### config.mk
export PLATFORM = sky130hd
export DESIGN_NAME = adcdc_readout
export DESIGN_NICKNAME = d
export VERILOG_FILES = /design/src/rtl/adcdc_readout.v
export VERILOG_INCLUDE_DIRS = /design/src /design/src/rtl
export SDC_FILE = /design/constraint.sdc
export NUM_CORES = 1
export LEC_CHECK = 0
export ABC_AREA = 0
export BUFFER_PORTS_ARGS = -buffer_cell sky130_fd_sc_hd__buf_4
export CAP_MARGIN = 15
export CORE_UTILIZATION = 60
export CTS_CLUSTER_SIZE = 24
export DETAILED_ROUTE_END_ITERATION = 10
export GPL_TIMING_DRIVEN = 0
export HOLD_SLACK_MARGIN = 0.08
export MAX_ROUTING_LAYER = met4
export PLACE_DENSITY = 0.83
export SLEW_MARGIN = 20
export SYNTH_ARGS = -nofsm -noshare
export SYNTH_HDL_FRONTEND = slang
export SYNTH_SLANG_ARGS = --single-unit
### constraint.sdc
create_clock -name mclk -period 4.9 [get_ports mclk]
set_input_delay 0.245 -clock mclk [delete_from_list [all_inputs] [get_ports mclk]]
set_output_delay 0.245 -clock mclk [all_outputs]
set_load 0.005 [all_outputs]
### src/rtl/adcdc_regs.vh
// Constants for the daisy-chain converter readout block.
// Assumes a single 25 MHz clock; included by bare name.
`ifndef ADCDC_REGS_VH
`define ADCDC_REGS_VH

// ----------------------------------------
// Timing
// ----------------------------------------
`define ADCDC_MCLK_NS 40
`define ADCDC_CONV_TIME_NS 1000
`define ADCDC_CONV_CYC ((`ADCDC_CONV_TIME_NS + `ADCDC_MCLK_NS - 1) / `ADCDC_MCLK_NS)

// ----------------------------------------
// Widths and sizes
// ----------------------------------------
`define ADCDC_RES_BITS 16
`define ADCDC_FIFO_DEPTH 8
`define ADCDC_FIFO_AW 3

// ----------------------------------------
// Reset values
// ----------------------------------------
`define ADCDC_OUT_RST 1'b0
`define ADCDC_WORD_RST 16'h0000
`define ADCDC_CNT_RST 8'h00
`define ADCDC_BITS_RST 5'h00

// ----------------------------------------
// State codes, one-hot
// ----------------------------------------
`define ADCDC_ST_IDLE 3'h1
`define ADCDC_ST_CONV 3'h2
`define ADCDC_ST_READ 3'h4

`endif

### src/rtl/adcdc_readout.v
// Daisy-chain serial readout of a 16-bit sampling converter.
// Assumes trigger, chain input and serial clock come from pins
// of another domain; sample words arrive from the core on mclk.
`timescale 1ns/1ps
`default_nettype none
`include "adcdc_regs.vh"

// ----------------------------------------
// Sample FIFO
// ----------------------------------------
module adcdc_fifo #(
   parameter WIDTH = `ADCDC_RES_BITS,
   parameter DEPTH = `ADCDC_FIFO_DEPTH,
   parameter AW = `ADCDC_FIFO_AW
) (
   input wire mclk,
   input wire srst,
   input wire [WIDTH-1:0] inData,
   input wire inValid,
   output wire inReady,
   output wire [WIDTH-1:0] outData,
   output wire outValid,
   input wire outReady
);
   // DEPTH must be a power of two so the pointers wrap cleanly
   localparam [AW:0] FULL_CNT = DEPTH[AW:0];

   reg [WIDTH-1:0] mem_q [0:DEPTH-1];
   reg [AW-1:0] wrPtr_q;
   reg [AW-1:0] rdPtr_q;
   reg [AW:0] count_q;
   wire wrEn;
   wire rdEn;

   // Honest full and empty from the occupancy count
   assign inReady = (count_q != FULL_CNT);
   assign outValid = (count_q != {(AW+1){1'b0}});
   assign wrEn = inValid & inReady;
   assign rdEn = outValid & outReady;
   assign outData = mem_q[rdPtr_q];

   // Storage is plain flip-flops, no reset needed on data
   always @(posedge mclk) begin
      if (wrEn) begin
         mem_q[wrPtr_q] <= inData;
      end
   end

   // Pointers and count
   always @(posedge mclk) begin
      if (srst) begin
         wrPtr_q <= {AW{1'b0}};
         rdPtr_q <= {AW{1'b0}};
         count_q <= {(AW+1){1'b0}};
      end else begin
         if (wrEn) begin
            wrPtr_q <= wrPtr_q + 1'b1;
         end
         if (rdEn) begin
            rdPtr_q <= rdPtr_q + 1'b1;
         end
         if (wrEn && !rdEn) begin
            count_q <= count_q + 1'b1;
         end else if (rdEn && !wrEn) begin
            count_q <= count_q - 1'b1;
         end
      end
   end
endmodule // adcdc_fifo

// ----------------------------------------
// Readout top
// ----------------------------------------
module adcdc_readout #(
   parameter RES_BITS = `ADCDC_RES_BITS,
   parameter FIFO_DEPTH = `ADCDC_FIFO_DEPTH,
   parameter CONV_CYCLES = `ADCDC_CONV_CYC
) (
   input wire mclk,
   input wire srst,
   input wire convertTrigger,
   input wire serialChainIn,
   input wire serialClock,
   input wire [RES_BITS-1:0] sampleData,
   input wire sampleValid,
   output wire sampleReady,
   output wire serialResultOut,
   output wire convActive,
   output wire busyMode,
   output wire readDone
);
   localparam [2:0] ST_IDLE = `ADCDC_ST_IDLE;
   localparam [2:0] ST_CONV = `ADCDC_ST_CONV;
   localparam [2:0] ST_READ = `ADCDC_ST_READ;
   localparam integer CONV_LAST_I = CONV_CYCLES - 1;
   localparam [7:0] CONV_LAST = CONV_LAST_I[7:0];
   localparam integer BITS_I = RES_BITS;
   localparam [4:0] BITS_END = BITS_I[4:0];

   // Synchronisers: [0] first stage, [1] usable, [2] previous
   reg [2:0] cnvSync_q;
   reg [2:0] sdiSync_q;
   reg [2:0] sckSync_q;

   reg [2:0] state_q;
   reg [7:0] convCnt_q;
   reg [RES_BITS-1:0] sample_q;
   reg [RES_BITS-1:0] shift_q;
   reg busyMode_q;
   reg busyOwed_q;
   reg sdo_q;
   reg [4:0] bitCnt_q;

   wire cnvLevel;
   wire sdiLevel;
   wire sckLevel;
   wire cnvRise;
   wire sckFall;
   wire startConv;
   wire [RES_BITS-1:0] fifoData;
   wire fifoValid;

   // ----------------------------------------
   // Pin synchronisers
   // ----------------------------------------

   // Two flops before any logic; third stage for edges and the start-time chain check
   always @(posedge mclk) begin
      if (srst) begin
         cnvSync_q <= 3'h0;
         sdiSync_q <= 3'h0;
         sckSync_q <= 3'h0;
      end else begin
         cnvSync_q <= {cnvSync_q[1:0], convertTrigger};
         sdiSync_q <= {sdiSync_q[1:0], serialChainIn};
         sckSync_q <= {sckSync_q[1:0], serialClock};
      end
   end

   // Levels and edges from the settled stages only
   assign cnvLevel = cnvSync_q[1];
   assign sdiLevel = sdiSync_q[1];
   assign sckLevel = sckSync_q[1];
   assign cnvRise = cnvSync_q[1] & ~cnvSync_q[2];
   assign sckFall = ~sckSync_q[1] & sckSync_q[2];

   // The chain input is judged one sample before the trigger
   // edge, so a chain input tied to the trigger still reads low
   assign startConv = (state_q == ST_IDLE) & cnvRise & ~sdiSync_q[2];

   // ----------------------------------------
   // Sample buffering
   // ----------------------------------------

   // One word leaves per conversion, so a stalled host backs
   // the core up through sampleReady
   adcdc_fifo #(
      .WIDTH(RES_BITS),
      .DEPTH(FIFO_DEPTH),
      .AW(`ADCDC_FIFO_AW)
   ) u_fifo (
      .mclk(mclk),
      .srst(srst),
      .inData(sampleData),
      .inValid(sampleValid),
      .inReady(sampleReady),
      .outData(fifoData),
      .outValid(fifoValid),
      .outReady(startConv)
   );

   // ----------------------------------------
   // Conversion and shift control
   // ----------------------------------------

   // Main sequencer: idle, convert on timer, shift on clock falls
   always @(posedge mclk) begin
      if (srst) begin
         state_q <= ST_IDLE;
         convCnt_q <= `ADCDC_CNT_RST;
         sample_q <= `ADCDC_WORD_RST;
         shift_q <= `ADCDC_WORD_RST;
         busyMode_q <= 1'b0;
         busyOwed_q <= 1'b0;
         sdo_q <= `ADCDC_OUT_RST;
         bitCnt_q <= `ADCDC_BITS_RST;
      end else begin
         case (state_q)
            ST_IDLE: begin
               if (!cnvLevel && !sdiLevel) begin
                  sdo_q <= 1'b0;
               end
               if (startConv) begin
                  // Clock level at the edge picks the busy flag
                  busyMode_q <= sckLevel;
                  // An empty FIFO converts as a zero word
                  sample_q <= fifoValid ? fifoData : `ADCDC_WORD_RST;
                  convCnt_q <= `ADCDC_CNT_RST;
                  state_q <= ST_CONV;
               end
            end
            ST_CONV: begin
               // Timer only; serial clock and trigger are ignored
               convCnt_q <= convCnt_q + 8'h01;
               if (convCnt_q == CONV_LAST) begin
                  shift_q <= sample_q;
                  bitCnt_q <= `ADCDC_BITS_RST;
                  state_q <= ST_READ;
                  if (busyMode_q) begin
                     busyOwed_q <= 1'b1;
                     sdo_q <= 1'b1;
                  end else begin
                     sdo_q <= sample_q[RES_BITS-1];
                  end
               end
            end
            ST_READ: begin
               if (!cnvLevel) begin
                  // Trigger dropped: readout is over
                  busyOwed_q <= 1'b0;
                  state_q <= ST_IDLE;
               end else if (sckFall) begin
                  if (busyOwed_q) begin
                     // Upstream busy bit is not captured
                     busyOwed_q <= 1'b0;
                     sdo_q <= shift_q[RES_BITS-1];
                  end else begin
                     // Capture upstream bit, present next one
                     shift_q <= {shift_q[RES_BITS-2:0], sdiLevel};
                     sdo_q <= shift_q[RES_BITS-2];
                     if (bitCnt_q != BITS_END) begin
                        bitCnt_q <= bitCnt_q + 5'h01;
                     end
                  end
               end
            end
            default: begin
               state_q <= ST_IDLE;
            end
         endcase
      end
   end

   // ----------------------------------------
   // Outputs
   // ----------------------------------------

   // In readout the output changes only after a clock fall, so it is steady
   // through the following high and low phases
   assign serialResultOut = sdo_q;
   assign convActive = (state_q == ST_CONV);
   assign busyMode = busyMode_q;
   // Own word gone; the shifter now just relays upstream bits
   assign readDone = (state_q == ST_READ) & (bitCnt_q == BITS_END);
endmodule // adcdc_readout
`default_nettype wire

## Word level (Yosys, flattened, before mapping)

Memories as Yosys holds them, arrays and structs flattened. A register that Yosys moved wholly into a read port is not among the register bits.
Index checks and enable logic that the tools add are counted.

- Flip-flop bits (word level): 70
- Bits in writable memories: 128
- Input port bits: 22
- Output and inout bits: 5
- Word-level logic and storage cells: 103
- Memories: 1

- Add/sub/neg operators: 6
- Eq/ne operators: 17
- Multiplexer cells: 36
- Bitwise gates (word level): 10
- Reductions and logical operators: 19

Memory list:

| name | words | bits a word | read ports | clocked after memory_dff | wr ports | RTL line | source |
|---|---|---|---|---|---|---|---|
| u_fifo.mem_q | 8 | 16 | 1 | 1 | 1 | adcdc_readout.v:28 | `reg [WIDTH-1:0] mem_q [0:DEPTH-1];` |

Operators by type and width:

| cell | number |
|---|---|
| 16-bit two-way mux | 5 |
| 16-bit case mux with 2 select lines | 1 |
| 5-bit two-way mux | 5 |
| 8-bit case mux with 2 select lines | 1 |
| 3-bit two-way mux | 5 |
| 1-bit two-way mux | 12 |
| 2-bit != test, second input constant | 5 |
| 5-bit case mux with 2 select lines | 1 |
| 5-bit AND reduction | 2 |
| 3-bit case mux with 3 select lines | 1 |
| 8-bit by 1-bit adder with 8-bit output, second input constant | 1 |
| 8-bit by 5-bit == test with 1-bit output, second input constant | 1 |
| 4-bit two-way mux | 2 |
| 8-bit two-way mux | 1 |
| 2-bit by 1-bit != test with 1-bit output, second input constant | 4 |
| 1-bit bitwise AND | 7 |
| 3-bit by 1-bit adder with 3-bit output, second input constant | 2 |
| 6-bit AND reduction | 1 |
| 2-bit nonzero test | 3 |
| 5-bit by 1-bit adder with 5-bit output, second input constant | 1 |
| 5-bit == test, second input constant | 1 |
| 5-bit != test, second input constant | 1 |
| 4-bit by 1-bit adder with 4-bit output, second input constant | 1 |
| 1-bit logical NOT | 4 |
| other kinds (15) | 20 |

## Logic depth before layout (Yosys ltp)

Gate-level depths: netlist of the first run.

- Word-level depth: 8
- Mapped depth: 11
- Depth with buffers taken out: 10

## Modules after synthesis

A second synthesis of the first run with hierarchy kept.

- Cell total of the unflattened synthesis: 559
- Area, all modules: 8246.7 µm²

Modules (own cells, without submodules):

| module | times used | cells an instance | area an instance (µm²) | seq. area each (µm²) |
|---|---|---|---|---|
| adcdc_fifo | 1 | 258 | 5555.3 | 4103.9 |
| adcdc_readout | 1 | 301 | 2691.3 | 1201.2 |

## Worst setup path after synthesis of the first run

OpenSTA, ideal clock, no wires.

- Path type: reg-to-reg
- Start point: register u_fifo.count_q[0]
- End point: memory u_fifo.mem_q[0][0] (netlist name), enable pin
- Library setup time: 0.430 ns
- Arrival time: 2.472 ns
- Data required time: 4.470 ns
- Path slack: 1.998 ns
- Cell stages (with the launch flop): 5
- Path buffers: 1
- Clock period less this slack: 2.902 ns
- Cells stage by stage: dfxtp_1 -> or4b_2 -> clkbuf_1 -> nand2_1 -> nor4_1

- Word-level cells in the longest chain between the ends: 4

RTL lines:

| item | RTL line | source |
|---|---|---|
| start, declared | adcdc_readout.v:31 | `reg [AW:0] count_q;` |
| start signal, assigned | adcdc_readout.v:54 | `count_q <= {(AW+1){1'b0}};` |
| start signal, assigned | adcdc_readout.v:63 | `count_q <= count_q + 1'b1;` |
| start signal, assigned | adcdc_readout.v:65 | `count_q <= count_q - 1'b1;` |
| 4-bit != test | adcdc_readout.v:36 | `assign inReady = (count_q != FULL_CNT);` |
| named net sampleReady | adcdc_readout.v:86 | `output wire sampleReady,` |
| 1-bit bitwise AND | adcdc_readout.v:38 | `assign wrEn = inValid & inReady;` |
| 1-bit two-way mux | adcdc_readout.v:44 | `if (wrEn) begin` |
| 1-bit two-way mux (not written as such) | adcdc_readout.v:45 | `mem_q[wrPtr_q] <= inData;` |
| end, declared | adcdc_readout.v:28 |  |

The timed path passes the listed nets, and every way through them passes these cells.

## Final worst setup path of the first run

- Start point: register state_q[0]
- End point: register u_fifo.count_q[3]

- Word-level cells in the longest chain between the ends: 7
- Elaborated cells on any way between the ends: 9
- Classes of those cells: 1 x eq/ne; 1 x mux; 3 x bitwise; 4 x reduce/logical

RTL lines:

| item | RTL line | source |
|---|---|---|
| start, declared | adcdc_readout.v:105 | `reg [2:0] state_q;` |
| start signal, assigned | adcdc_readout.v:179 | `state_q <= ST_IDLE;` |
| start signal, assigned | adcdc_readout.v:199 | `state_q <= ST_CONV;` |
| start signal, assigned | adcdc_readout.v:208 | `state_q <= ST_READ;` |
| 3-bit by 1-bit == test with 1-bit output (*) | adcdc_readout.v:149 | `assign startConv = (state_q == ST_IDLE) & cnvRise & ~sdiSync_q[2];` |
| 1-bit bitwise AND (*) (2 in series) | adcdc_readout.v:149 |  |
| 1-bit bitwise AND (*) | adcdc_readout.v:39 | `assign rdEn = outValid & outReady;` |
| 1-bit logical NOT | adcdc_readout.v:62 | `if (wrEn && !rdEn) begin` |
| 1-bit logical AND | adcdc_readout.v:62 |  |
| 4-bit two-way mux or 2-bit nonzero test (tied branches) | n/a |  |

Mark *: on every way between the ends. The rest lies on a longest branch, timed or not.
A chain may end at the register's enable or synchronous reset.

==> results of run 1 <==
## cells in the mapped netlist (3+ instances only)
library cell / instances
nor2b_1: 10
nor2_1: 25
nand4_1: 3
a22o_1: 16
nand2b_1: 3
buf_2: 6
clkbuf_1: 18
nor3b_1: 4
mux4_2: 32
nand3_1: 16
and3_1: 3
a311oi_1: 16
xor2_1: 5
nand2_1: 48
mux2_2: 17
edfxtp_1: 128
dfxtp_1: 73
nor3_1: 23
or3_1: 7
nand3b_1: 3
buf_1: 3
o21ai_0: 8
mux2i_1: 3
inv_1: 9
ha_1: 9
a21oi_1: 16
## registers in the layout (all words and copies together), names as in the netlist, named ones only
signal,flops
u_fifo.wrPtr_q,3
cnvSync_q,3
busyOwed_q,1
shift_q,16
convCnt_q,8
sckSync_q,3
state_q,3
u_fifo.count_q,4
u_fifo.mem_q,128
bitCnt_q,5
busyMode,1
serialResultOut,1
sample_q,16
sdiSync_q,3
u_fifo.rdPtr_q,3
## metrics by stage
step	setup slack [ps]	hold WS [ps]	power [mW]	cells
after floorplan	1998	343.9	2.217	530
after global placement	649.9	422.1	2.313	728
after detailed placement	1760	423.7	2.361	742
after CTS	1721	210.1	3.933	798
after global routing	1405	228.7	4.050	798
final	1714	211.5	3.921	798
## worst min-delay path: cells and delay by family
family | cells | cell delay [ps]
and+or+nand+nor | 1 | 110
AOI/OAI and AO/OA | 1 | 190
buffers and inverters | 1 | 100
## worst max-delay path by stage
stage,start,to,slack [ps]
finish,state_q[0],u_fifo.count_q[3],1710
global route,state_q[2],u_fifo.count_q[3],1410
CTS,state_q[0],u_fifo.count_q[3],1720
detailed placement,state_q[0],u_fifo.count_q[3],1760
global placement,u_fifo.count_q[0],u_fifo.mem_q[0][5],650
floorplan,u_fifo.count_q[0],u_fifo.mem_q[0][0],2000
## layout make-up
cell class / instances / area (um^2)
Timing Repair Buffer: 60 / 518.0
Multi-Input combinational cell: 291 / 2445
Sequential cell: 201 / 5305
Clock buffer: 27 / 556.8
Buffer: 29 / 127.6
Fill cell: 784 / 3393
Tap cell: 172 / 215.2
Inverter: 9 / 33.78
Clock inverter: 9 / 127.6
## power groups by stage
stage          logic, mW  registers, mW  clock network, mW
6_report           0.392           1.95               1.58
5_1_grt            0.430           1.96               1.66
4_1_cts            0.394           1.95               1.59
3_5_place_dp       0.375           1.99                  0
3_3_place_gp       0.333           1.98                  0
2_1_floorplan      0.245           1.97                  0
## layout by cell type (no fill, tap or decap), drive strengths merged, types with 4 or more instances in the layout
| master | synthesis | layout |
|---|---|---|
| nor2 | 25 | 25 |
| or3 | 7 | 7 |
| nor3 | 24 | 24 |
| ha | 9 | 9 |
| clkinv | 0 | 6 |
| nor2b | 10 | 10 |
| a311oi | 16 | 16 |
| inv | 9 | 9 |
| edfxtp | 128 | 128 |
| nor3b | 4 | 4 |
| nand2 | 48 | 48 |
| a22o | 16 | 16 |
| xor2 | 5 | 5 |
| clkbuf | 18 | 45 |
| mux2 | 17 | 17 |
| mux4 | 32 | 32 |
| o21ai | 8 | 8 |
| a21oi | 16 | 16 |
| dfxtp | 73 | 73 |
| nand3 | 16 | 16 |
| dlygate4sd3 | 0 | 20 |
| buf | 11 | 51 |
## layer usage
layer,track usage,up-vias,part of all wire
met1,0.3190,2422,0.40
met2,0.4623,175,0.52
li1,-,2206,-
met3,0.03996,40,0.050
met4,0.1030,0,0.031
met5,-,-,0
## cells by family after synthesis
family | Yosys count | synth area share
adder cells (fa/ha/maj) | 10 | 0.01684
AND/OR/NAND/NOR | 155 | 0.09911
XOR/XNOR | 6 | 0.006671
AO/OA/AOI/OAI | 68 | 0.06385
flip-flops | 201 | 0.6734
buffers and inverters | 38 | 0.02049
multiplexers | 52 | 0.1196
==> metrics, run 1 <==
outcome finished clean; Buf+Inv Stages, Crit Path 2; ys flop type edfxtp_1; top cell type's share of synthesized area 0.4879; Initial Util 0.6192; first-pass GRT wire length 25.89 mm; Slowest cell on crit path nor3b_1; Worst-Skew Late Latency just under 500 ps; post-route ant nets 0; WHS Endpoint sample_q[0]; Critical Path RT 5270 ps; post-synthesis sequential element count 201; crit end category flip-flop; R2R setup slack between 1500 and 2000 ps; cell taking the most area after synthesis edfxtp_1; Final Cell Area 0.009329 mm^2; startpoint types flip-flop; Post-CTS Setup Bufs 0; I/O pin count 27; Levels on crit path 10; Setup TNS Final 0 ps; cts repair resizes 0; Max clock buf depth 3; DR iter-0 viols around 440; Hold Buf Count CTS 20; H-tree levels 1; Critical Path Max Stage Delay 690 ps; full die area 0.01359 mm^2; Crit path max-delay family simple AND/OR/NAND/NOR gates; worst flop-to-flop path endpoint u_fifo.count_q[3]; clk sinks 201; vias in the first global route 4946; Worst-path clk slew 60 ps; CTS tree done; Worst R2R Path Depth 10; Hold Path Depth 3; Remaining DRCs 0; Synth Instances between 500 and 600; f_max 0.3139 GHz; register area share after synthesis 0.6734; site row count 41; top post-synthesis cells by area edfxtp_1 49%, dfxtp_1 19%, mux4_2 9.1%; Gate power share 0.100; Max-Cap Viols 0; Final min period 3186 ps; Final HPWL DP roughly 11 mm; Avg Inst Size Synth 14.86 um^2; EDFF count, synth 128; yosys warns 0; sequential power share 0.498; RePlAce Congestion roughly 0.8; RSZ-0062 raised after global routing no; diodes inserted 0; Int Power 3.043 mW; Pre-antenna DRT Iters 5; Tightest Pin Transition between 900 and 1000 ps; syn nets 562; most used cell, CP ha_1; arrival time worst endpoint between 3000 and 4000 ps; die width 116.6 um; Synth-to-Final Area Change 18.42%; sw power 0.8778 mW; Leakage 3.104 nW; total gr overflow 0; cts bufs inserted 20; final period utilization 0.6501; Peak VDD IR between 300 and 400 uV; via count 4843; FF-to-FF Start state_q[0]; maximum fanout along the worst path 9; max-slew violation count 0; Total GRT Usage 0.2679; Clk network pwr share 0.402; WL final 16.63 mm; Cell variety after synth 47; Worst slew margin 0.3383; Area after DPL approximately 0.0084 mm^2; PortBufs 26; WL per Instance 20.84 um; core area approximately 0.013 mm^2; fraction of layout cells with a size suffix above 1 0.2236; Die H 116.6 um; fin util 0.7333; largest net degree at the start of global routing 16; Cell Chain, Critical Path buf_6 -> nor3b_1 -> nand3_1 -> ha_1 -> inv_1 -> ha_1 -> a21oi_1 -> a211oi_1 -> a31oi_1 -> mux2_2; min-delay src srst; Async SR Flop Fraction 0; nets@finish 644; Vias per Instance 6.069; CTS Root Cell clkbuf_16; Hold Crit Class input pin to flip-flop; initial antenna violation count 0; endpoints failing hold 0; Sw Share 0.2239; Netlist Area Pre-Place approximately 0.0079 mm^2; PD cells between 400 and 500 mW/mm^2; Setup Skew 14.92 ps; final setup vio count 0; critical path class flip-flop to flip-flop
Power figures use the tool's default switching activity.
==> run 2: changes to the inputs <==
--- a/config.mk
+++ b/config.mk
@@ -9,13 +9,13 @@
 export ABC_AREA = 0
 export BUFFER_PORTS_ARGS = -buffer_cell sky130_fd_sc_hd__buf_4
 export CAP_MARGIN = 15
-export CORE_UTILIZATION = 60
+export CORE_UTILIZATION = 55
 export CTS_CLUSTER_SIZE = 24
 export DETAILED_ROUTE_END_ITERATION = 10
 export GPL_TIMING_DRIVEN = 0
 export HOLD_SLACK_MARGIN = 0.08
 export MAX_ROUTING_LAYER = met4
-export PLACE_DENSITY = 0.83
+export PLACE_DENSITY = 0.81
 export SLEW_MARGIN = 20
 export SYNTH_ARGS = -nofsm -noshare
 export SYNTH_HDL_FRONTEND = slang
==> constraint.sdc (replaced) <==
create_clock -name mclk -period 2.64 [get_ports mclk]
set_input_delay 0.132 -clock mclk [delete_from_list [all_inputs] [get_ports mclk]]
set_output_delay 0.132 -clock mclk [all_outputs]
set_load 0.005 [all_outputs]
==> run 2 against run 1 <==
Against the previous run:
- via count increased by 0.14%
- sequential share of layout area is 0.57 points lower
- core utilization shrank 5.6 points
- critical endpoint unchanged
- critical path depth rose by 1
- clock skew is 2.3 ps lower
- sequential power up 87%
- fmax is 25% higher
==> metrics, run 2 (same netlist as run 1, synthesis figures left out) <==
Initial Util 0.5653 (-0.05387); Synth-to-Final Area Change 19.73%; Remaining DRCs 0 (unchanged); Final Cell Area 0.009432 mm^2 (+1.1%); initial antenna violation count 0 (unchanged); Power, Total 7.186 mW (+83%); outcome finished clean; CTS Root Cell clkbuf_16; Hold Crit Class input pin to flip-flop; site row count 43 (+4.9%); die width 121.7 um (+4.4%); Pre-antenna DRT Iters 5 (unchanged); f_max 0.3932 GHz (+25%); I/O pin count 27 (unchanged); first-pass GRT wire length 25.61 mm (-1.1%); WL final 16.17 mm (-2.7%); Final min period 2543 ps (-642.2 ps); core area 0.01393 mm^2 (+9.5%); Total GRT Usage 0.2354 (-0.03249); Worst-path clk slew 60 ps (about the same); crit end category flip-flop; critical path class flip-flop to flip-flop; H-tree levels 1 (unchanged); Top reg by flops u_fifo.mem_q; CTS tree done; fraction of layout cells with a size suffix above 1 0.2524 (+0.02874); endpoints failing hold 0 (unchanged); WL per Instance 19.97 um (-4.2%); max reg flops 128 (unchanged); DR iter-0 viols 378 (-13%); arrival time worst endpoint 2910 ps (-650 ps); Die H 121.7 um (+4.4%); maximum fanout along the worst path 7 (-2); Leakage 3.136 nW (+1.0%); Peak VDD IR 746.1 uV (+110%); via count 4850 (+0.14%); Worst slew margin 0.4526 (+0.1143); largest net degree at the start of global routing 16 (unchanged); Area after DPL 0.008481 mm^2 (+0.43%); PD cells 761.9 mW/mm^2 (+81%); Worst-Skew Late Latency 490 ps (about the same); diodes inserted 0 (unchanged); full die area 0.01481 mm^2 (+8.9%); nets@finish 648 (+0.62%); Setup Skew 12.62 ps (-2.301 ps); final setup vio count 0 (unchanged); Vias per Instance 5.988 (-1.3%); cts bufs inserted 20 (unchanged); final period utilization 0.9634 (+0.3133); clk sinks 201 (unchanged); Max clock buf depth 3 (unchanged); PortBufs 26 (unchanged); worst hold slack 98.11 ps (-113.4 ps); Max-Cap Viols 0 (unchanged); Top Registers u_fifo.mem_q (128), sample_q (16), shift_q (16); Critical Path RT 3010 ps (-2260 ps); Final HPWL DP 10.32 mm (-3.3%); Tightest Pin Transition 815.0 ps (-175.4 ps); vias in the first global route 4967 (+0.42%); total gr overflow 0 (unchanged); RePlAce Congestion 0.8178 (+5.0%); commonest non-fill, non-tap cell in the layout edfxtp_1; commonest non-fill, non-tap cells in the layout 128 x edfxtp_1, 71 x dfxtp_1, 47 x nand2_1; max-slew violation count 0 (unchanged); post-route ant nets 0 (unchanged); startpoint types flip-flop
==> run 2: power breakdown <==
group	leakage, nW	internal, mW	switching, mW
sequential	1.75	3.53	0.100
combinational	1.05	0.406	0.404
clock	0.328	1.61	1.13
==> run 2: repair_timing <==
| action | 4_1_cts | 5_1_grt |
|---|---|---|
| hold buffers | 20 | 0 |
| pin swaps | 1 | 1 |
| hold endpoints to repair | 134 | 0 |
| buffers inserted | 4 | 2 |
| gates resized for setup | 9 | 3 |
| endpoints found under the setup margin | 3 | 2 |
==> run 2: routing by layer <==
layer  up-vias  global-route usage  share of wire
met5         -                   -              0
met4         0             0.08873          0.026
met3        36             0.03652          0.058
met2       187              0.3963           0.51
met1      2404              0.2876           0.41
li1       2223                   -              -
==> run 2: path summary, 6_finish.rpt <==
path                             to  depth (start not counted)  slack [ps]               from
setup / recovery  u_fifo.count_q[3]                         11         100  u_fifo.count_q[0]
hold / removal         sample_q[13]                          3         100               srst
setup reg to reg  u_fifo.count_q[3]                         11         100  u_fifo.count_q[0]
hold reg to reg        cnvSync_q[1]                          1         460       cnvSync_q[0]
==> run 2: critical path, cell delays in order (launching register included) <==
cell and delay [ps]:
dfxtp_4 360, or4b_4 540, clkbuf_8 170, nand2_8 90, inv_1 50, ha_2 180, inv_2 80, ha_4 210
a21oi_2 140, a211oi_1 90, a31oi_1 180, mux2_2 350
==> run 2: through the flow <==
stage | setup TNS [ps] | setup WS (ps) | utilization | std cells
after floorplan | 0 | 41.97 | - | 530
after global routing | -0.6681 | -0.6681 | 0.6768 | 810
after global placement | -51050 | -751.4 | 0.5979 | 736
after detailed placement | -398.6 | -383.4 | 0.6086 | 748
final | 0 | 96.55 | 0.6768 | 810
after CTS | 0 | 77.45 | 0.6749 | 808
==> run 2: area by class of cell <==
type	count	area [um^2]
clock buffers	26	563.0
plain buffers	29	137.6
fillers	906	4503
repair buffers	64	553.0
inverters	9	33.78
clock inverters	10	88.84
multi-input cells	291	2520
flip-flops and latches	201	5310
well taps	180	225.2
==> run 3: changes to the inputs <==
--- a/config.mk
+++ b/config.mk
@@ -9,13 +9,13 @@
 export ABC_AREA = 0
 export BUFFER_PORTS_ARGS = -buffer_cell sky130_fd_sc_hd__buf_4
 export CAP_MARGIN = 15
-export CORE_UTILIZATION = 55
+export CORE_UTILIZATION = 60
 export CTS_CLUSTER_SIZE = 24
 export DETAILED_ROUTE_END_ITERATION = 10
 export GPL_TIMING_DRIVEN = 0
 export HOLD_SLACK_MARGIN = 0.08
 export MAX_ROUTING_LAYER = met4
-export PLACE_DENSITY = 0.81
+export PLACE_DENSITY = 0.83
 export SLEW_MARGIN = 20
 export SYNTH_ARGS = -nofsm -noshare
 export SYNTH_HDL_FRONTEND = slang
==> constraint.sdc (replaced) <==
create_clock -name mclk -period 2.6 [get_ports mclk]
set_input_delay 0.13 -clock mclk [delete_from_list [all_inputs] [get_ports mclk]]
set_output_delay 0.13 -clock mclk [all_outputs]
set_load 0.005 [all_outputs]
==> run 3 against run 2 <==
Against the previous run:
- highest routed layer unchanged
- combinational power is essentially flat
- clock-buffer cell count grew 2
- flip-flop and latch count is the same
- first-iteration DRC count grew 15%
- core utilization grew 6.1 points
- total power grew 1.6%
==> metrics, run 3 (same netlist as run 1, synthesis figures left out) <==
DR iter-0 viols 434 (+15%); Die H 116.6 um (-4.2%); WL final 16.52 mm (+2.1%); Remaining DRCs 0 (unchanged); cts bufs inserted 20 (unchanged); FF-to-FF Start u_fifo.count_q[0]; WL met2 8.533 mm (+3.4%); Max Used Layer met4; Worst Setup SP u_fifo.count_q[0]; initial antenna violation count 0 (unchanged); post-route ant nets 0 (unchanged); vias in the first global route 4910 (-1.1%); startpoint types flip-flop; arrival time worst endpoint 2820 ps (-90 ps); Max clock buf depth 3 (unchanged); Cell Chain, Critical Path or4b_4 -> nand2_8 -> inv_1 -> ha_2 -> inv_2 -> ha_4 -> a21oi_2 -> a211oi_1 -> a31oi_1 -> mux2_2; RePlAce Congestion 0.7724 (-5.6%); Hold Crit Class input pin to flip-flop; commonest non-fill, non-tap cell in the layout edfxtp_1; Worst R2R Path Depth 10 (-1); Slowest cell on crit path or4b_4; Synth-to-Final Area Change 19.09%; Max-Cap Viols 0 (unchanged); H-tree levels 1 (unchanged); Worst-Skew Late Latency 490 ps (about the same); CP endpoint u_fifo.count_q[3]; endpoints failing hold 0 (unchanged); max-slew violation count 0 (unchanged); Critical Path Max Stage Delay 580 ps (+40 ps); met3 routed WL 973 um (+3.7%); CTS tree done; PD cells 778.4 mW/mm^2 (+2.2%); WL per Instance 20.77 um (+4.1%); core area 0.01272 mm^2 (-8.7%); via count 4903 (+1.1%); largest net degree at the start of global routing 16 (unchanged); Power, Total 7.303 mW (+1.6%); crit end category flip-flop; Top reg by flops u_fifo.mem_q; Hold Path Depth 3 (unchanged); RSZ-0062 raised after global routing no; max reg flops 128 (unchanged); pre-CTS setup slack -356.2 ps (+27.26 ps); Top Registers u_fifo.mem_q (128), sample_q (16), shift_q (16); Vias per Instance 6.167 (+3.0%); diodes inserted 0 (unchanged); Initial Util 0.6192 (+0.05387); setup ws final 139.6 ps (+43.05 ps); commonest non-fill, non-tap cells in the layout 128 x edfxtp_1, 71 x dfxtp_1, 47 x nand2_1; Worst-path clk slew 60 ps (about the same); PortBufs 26 (unchanged); Final min period 2460 ps (-83.05 ps); fraction of layout cells with a size suffix above 1 0.2440 (-0.008400); nets@finish 643 (-0.77%); Total GRT Usage 0.2622 (+0.02677); first-pass GRT wire length 25.53 mm (-0.29%); I/O pin count 27 (unchanged); full die area 0.01359 mm^2 (-8.2%); Met1 Wirelength 6.474 mm (-1.2%); final period utilization 0.9463 (-0.01712); maximum fanout along the worst path 7 (unchanged); Tightest Pin Transition 804.0 ps (-10.93 ps); R2R setup slack 140 ps (+40 ps); worst flop-to-flop path endpoint u_fifo.count_q[3]; die width 116.6 um (-4.2%); Pre-antenna DRT Iters 5 (unchanged); outcome finished clean; Leakage 3.103 nW (-1.1%); critical path class flip-flop to flip-flop; Critical Path RT 2960 ps (-50 ps); Worst slew margin 0.4640 (+0.01137); final setup vio count 0 (unchanged); Peak VDD IR 638.8 uV (-14%); Setup Skew 22.71 ps (+10.09 ps); CTS Root Cell clkbuf_16; total gr overflow 0 (unchanged); Final HPWL DP 10.52 mm (+2.0%); site row count 41 (-4.7%); f_max 0.4064 GHz (+3.4%); fin util 0.7374 (+0.06057); clk sinks 201 (unchanged)
-- run 3: changes by cell type in the layout (fill, tap and decap cells not counted), sizes merged --
cell | previous run | this run
clkinvlp | 0 | 1
buf | 55 | 52
clkinv | 9 | 4
-- run 3: worst min-delay path by stage --
stage / endpoint / start / slack, ps
finish: sample_q[13] / srst / 120
global route: sample_q[0] / srst / 120
CTS: sample_q[0] / srst / 110
detailed placement: sdiSync_q[0] / serialChainIn / 360
global placement: cnvSync_q[0] / convertTrigger / 340
floorplan: u_fifo.mem_q[0][0] / sampleData[0] / 230
-- run 3: power by group --
part	leakage, nW	internal (mW)	switching [mW]
Sequential	1.75	3.59	0.106
Combinational	1.03	0.394	0.414
Clock	0.316	1.68	1.12
-- run 3: timing repair --
item | in CTS | in global routing
hold endpoints to repair | 134 | 0
buffers inserted | 2 | 1
endpoints found under the setup margin | 3 | 1
hold buffers | 20 | 0
gates resized for setup | 8 | 5
pin swaps | 2 | 2
-- run 3: per-layer routing --
metal,vias to the layer above,GRT usage
met2,219,0.4501
met1,2427,0.3197
li1,2210,-
met4,0,0.08861
met5,-,-
met3,47,0.03892
-- run 3: metrics by stage --
| stage | setup TNS (ps) | hold slack (ps) | instances | instance area, um^2 |
|---|---|---|---|---|
| 3_3_place_gp | -51750 | 343.4 | 728 | 8322 |
| 3_5_place_dp | -356.2 | 359.0 | 740 | 8471 |
| 2_1_floorplan | 0 | 228.9 | 530 | 7911 |
| 4_1_cts | 0 | 108.7 | 795 | 9364 |
| 5_1_grt | 0 | 118.3 | 795 | 9382 |
| 6_report | 0 | 118.8 | 795 | 9382 |
-- run 3: final cells by class --
cell class / instances / area [um^2]
plain buffers: 27 / 120.1
clock buffers: 28 / 591.8
clock inverters: 6 / 55.05
fillers: 804 / 3341
inverters: 9 / 33.78
multi-input cells: 291 / 2525
flip-flops and latches: 201 / 5310
well taps: 172 / 215.2
repair buffers: 61 / 530.5
-- run 3: worst max-delay path: cells and delay by family, from the launching register on --
kind | cells | cell delay, ps
and+or+nand+nor | 2 | 710
buffers and inverters | 2 | 140
muxes | 1 | 350
DFF | 1 | 360
AOI/OAI and AO/OA | 3 | 390
adders and majority gates | 2 | 390
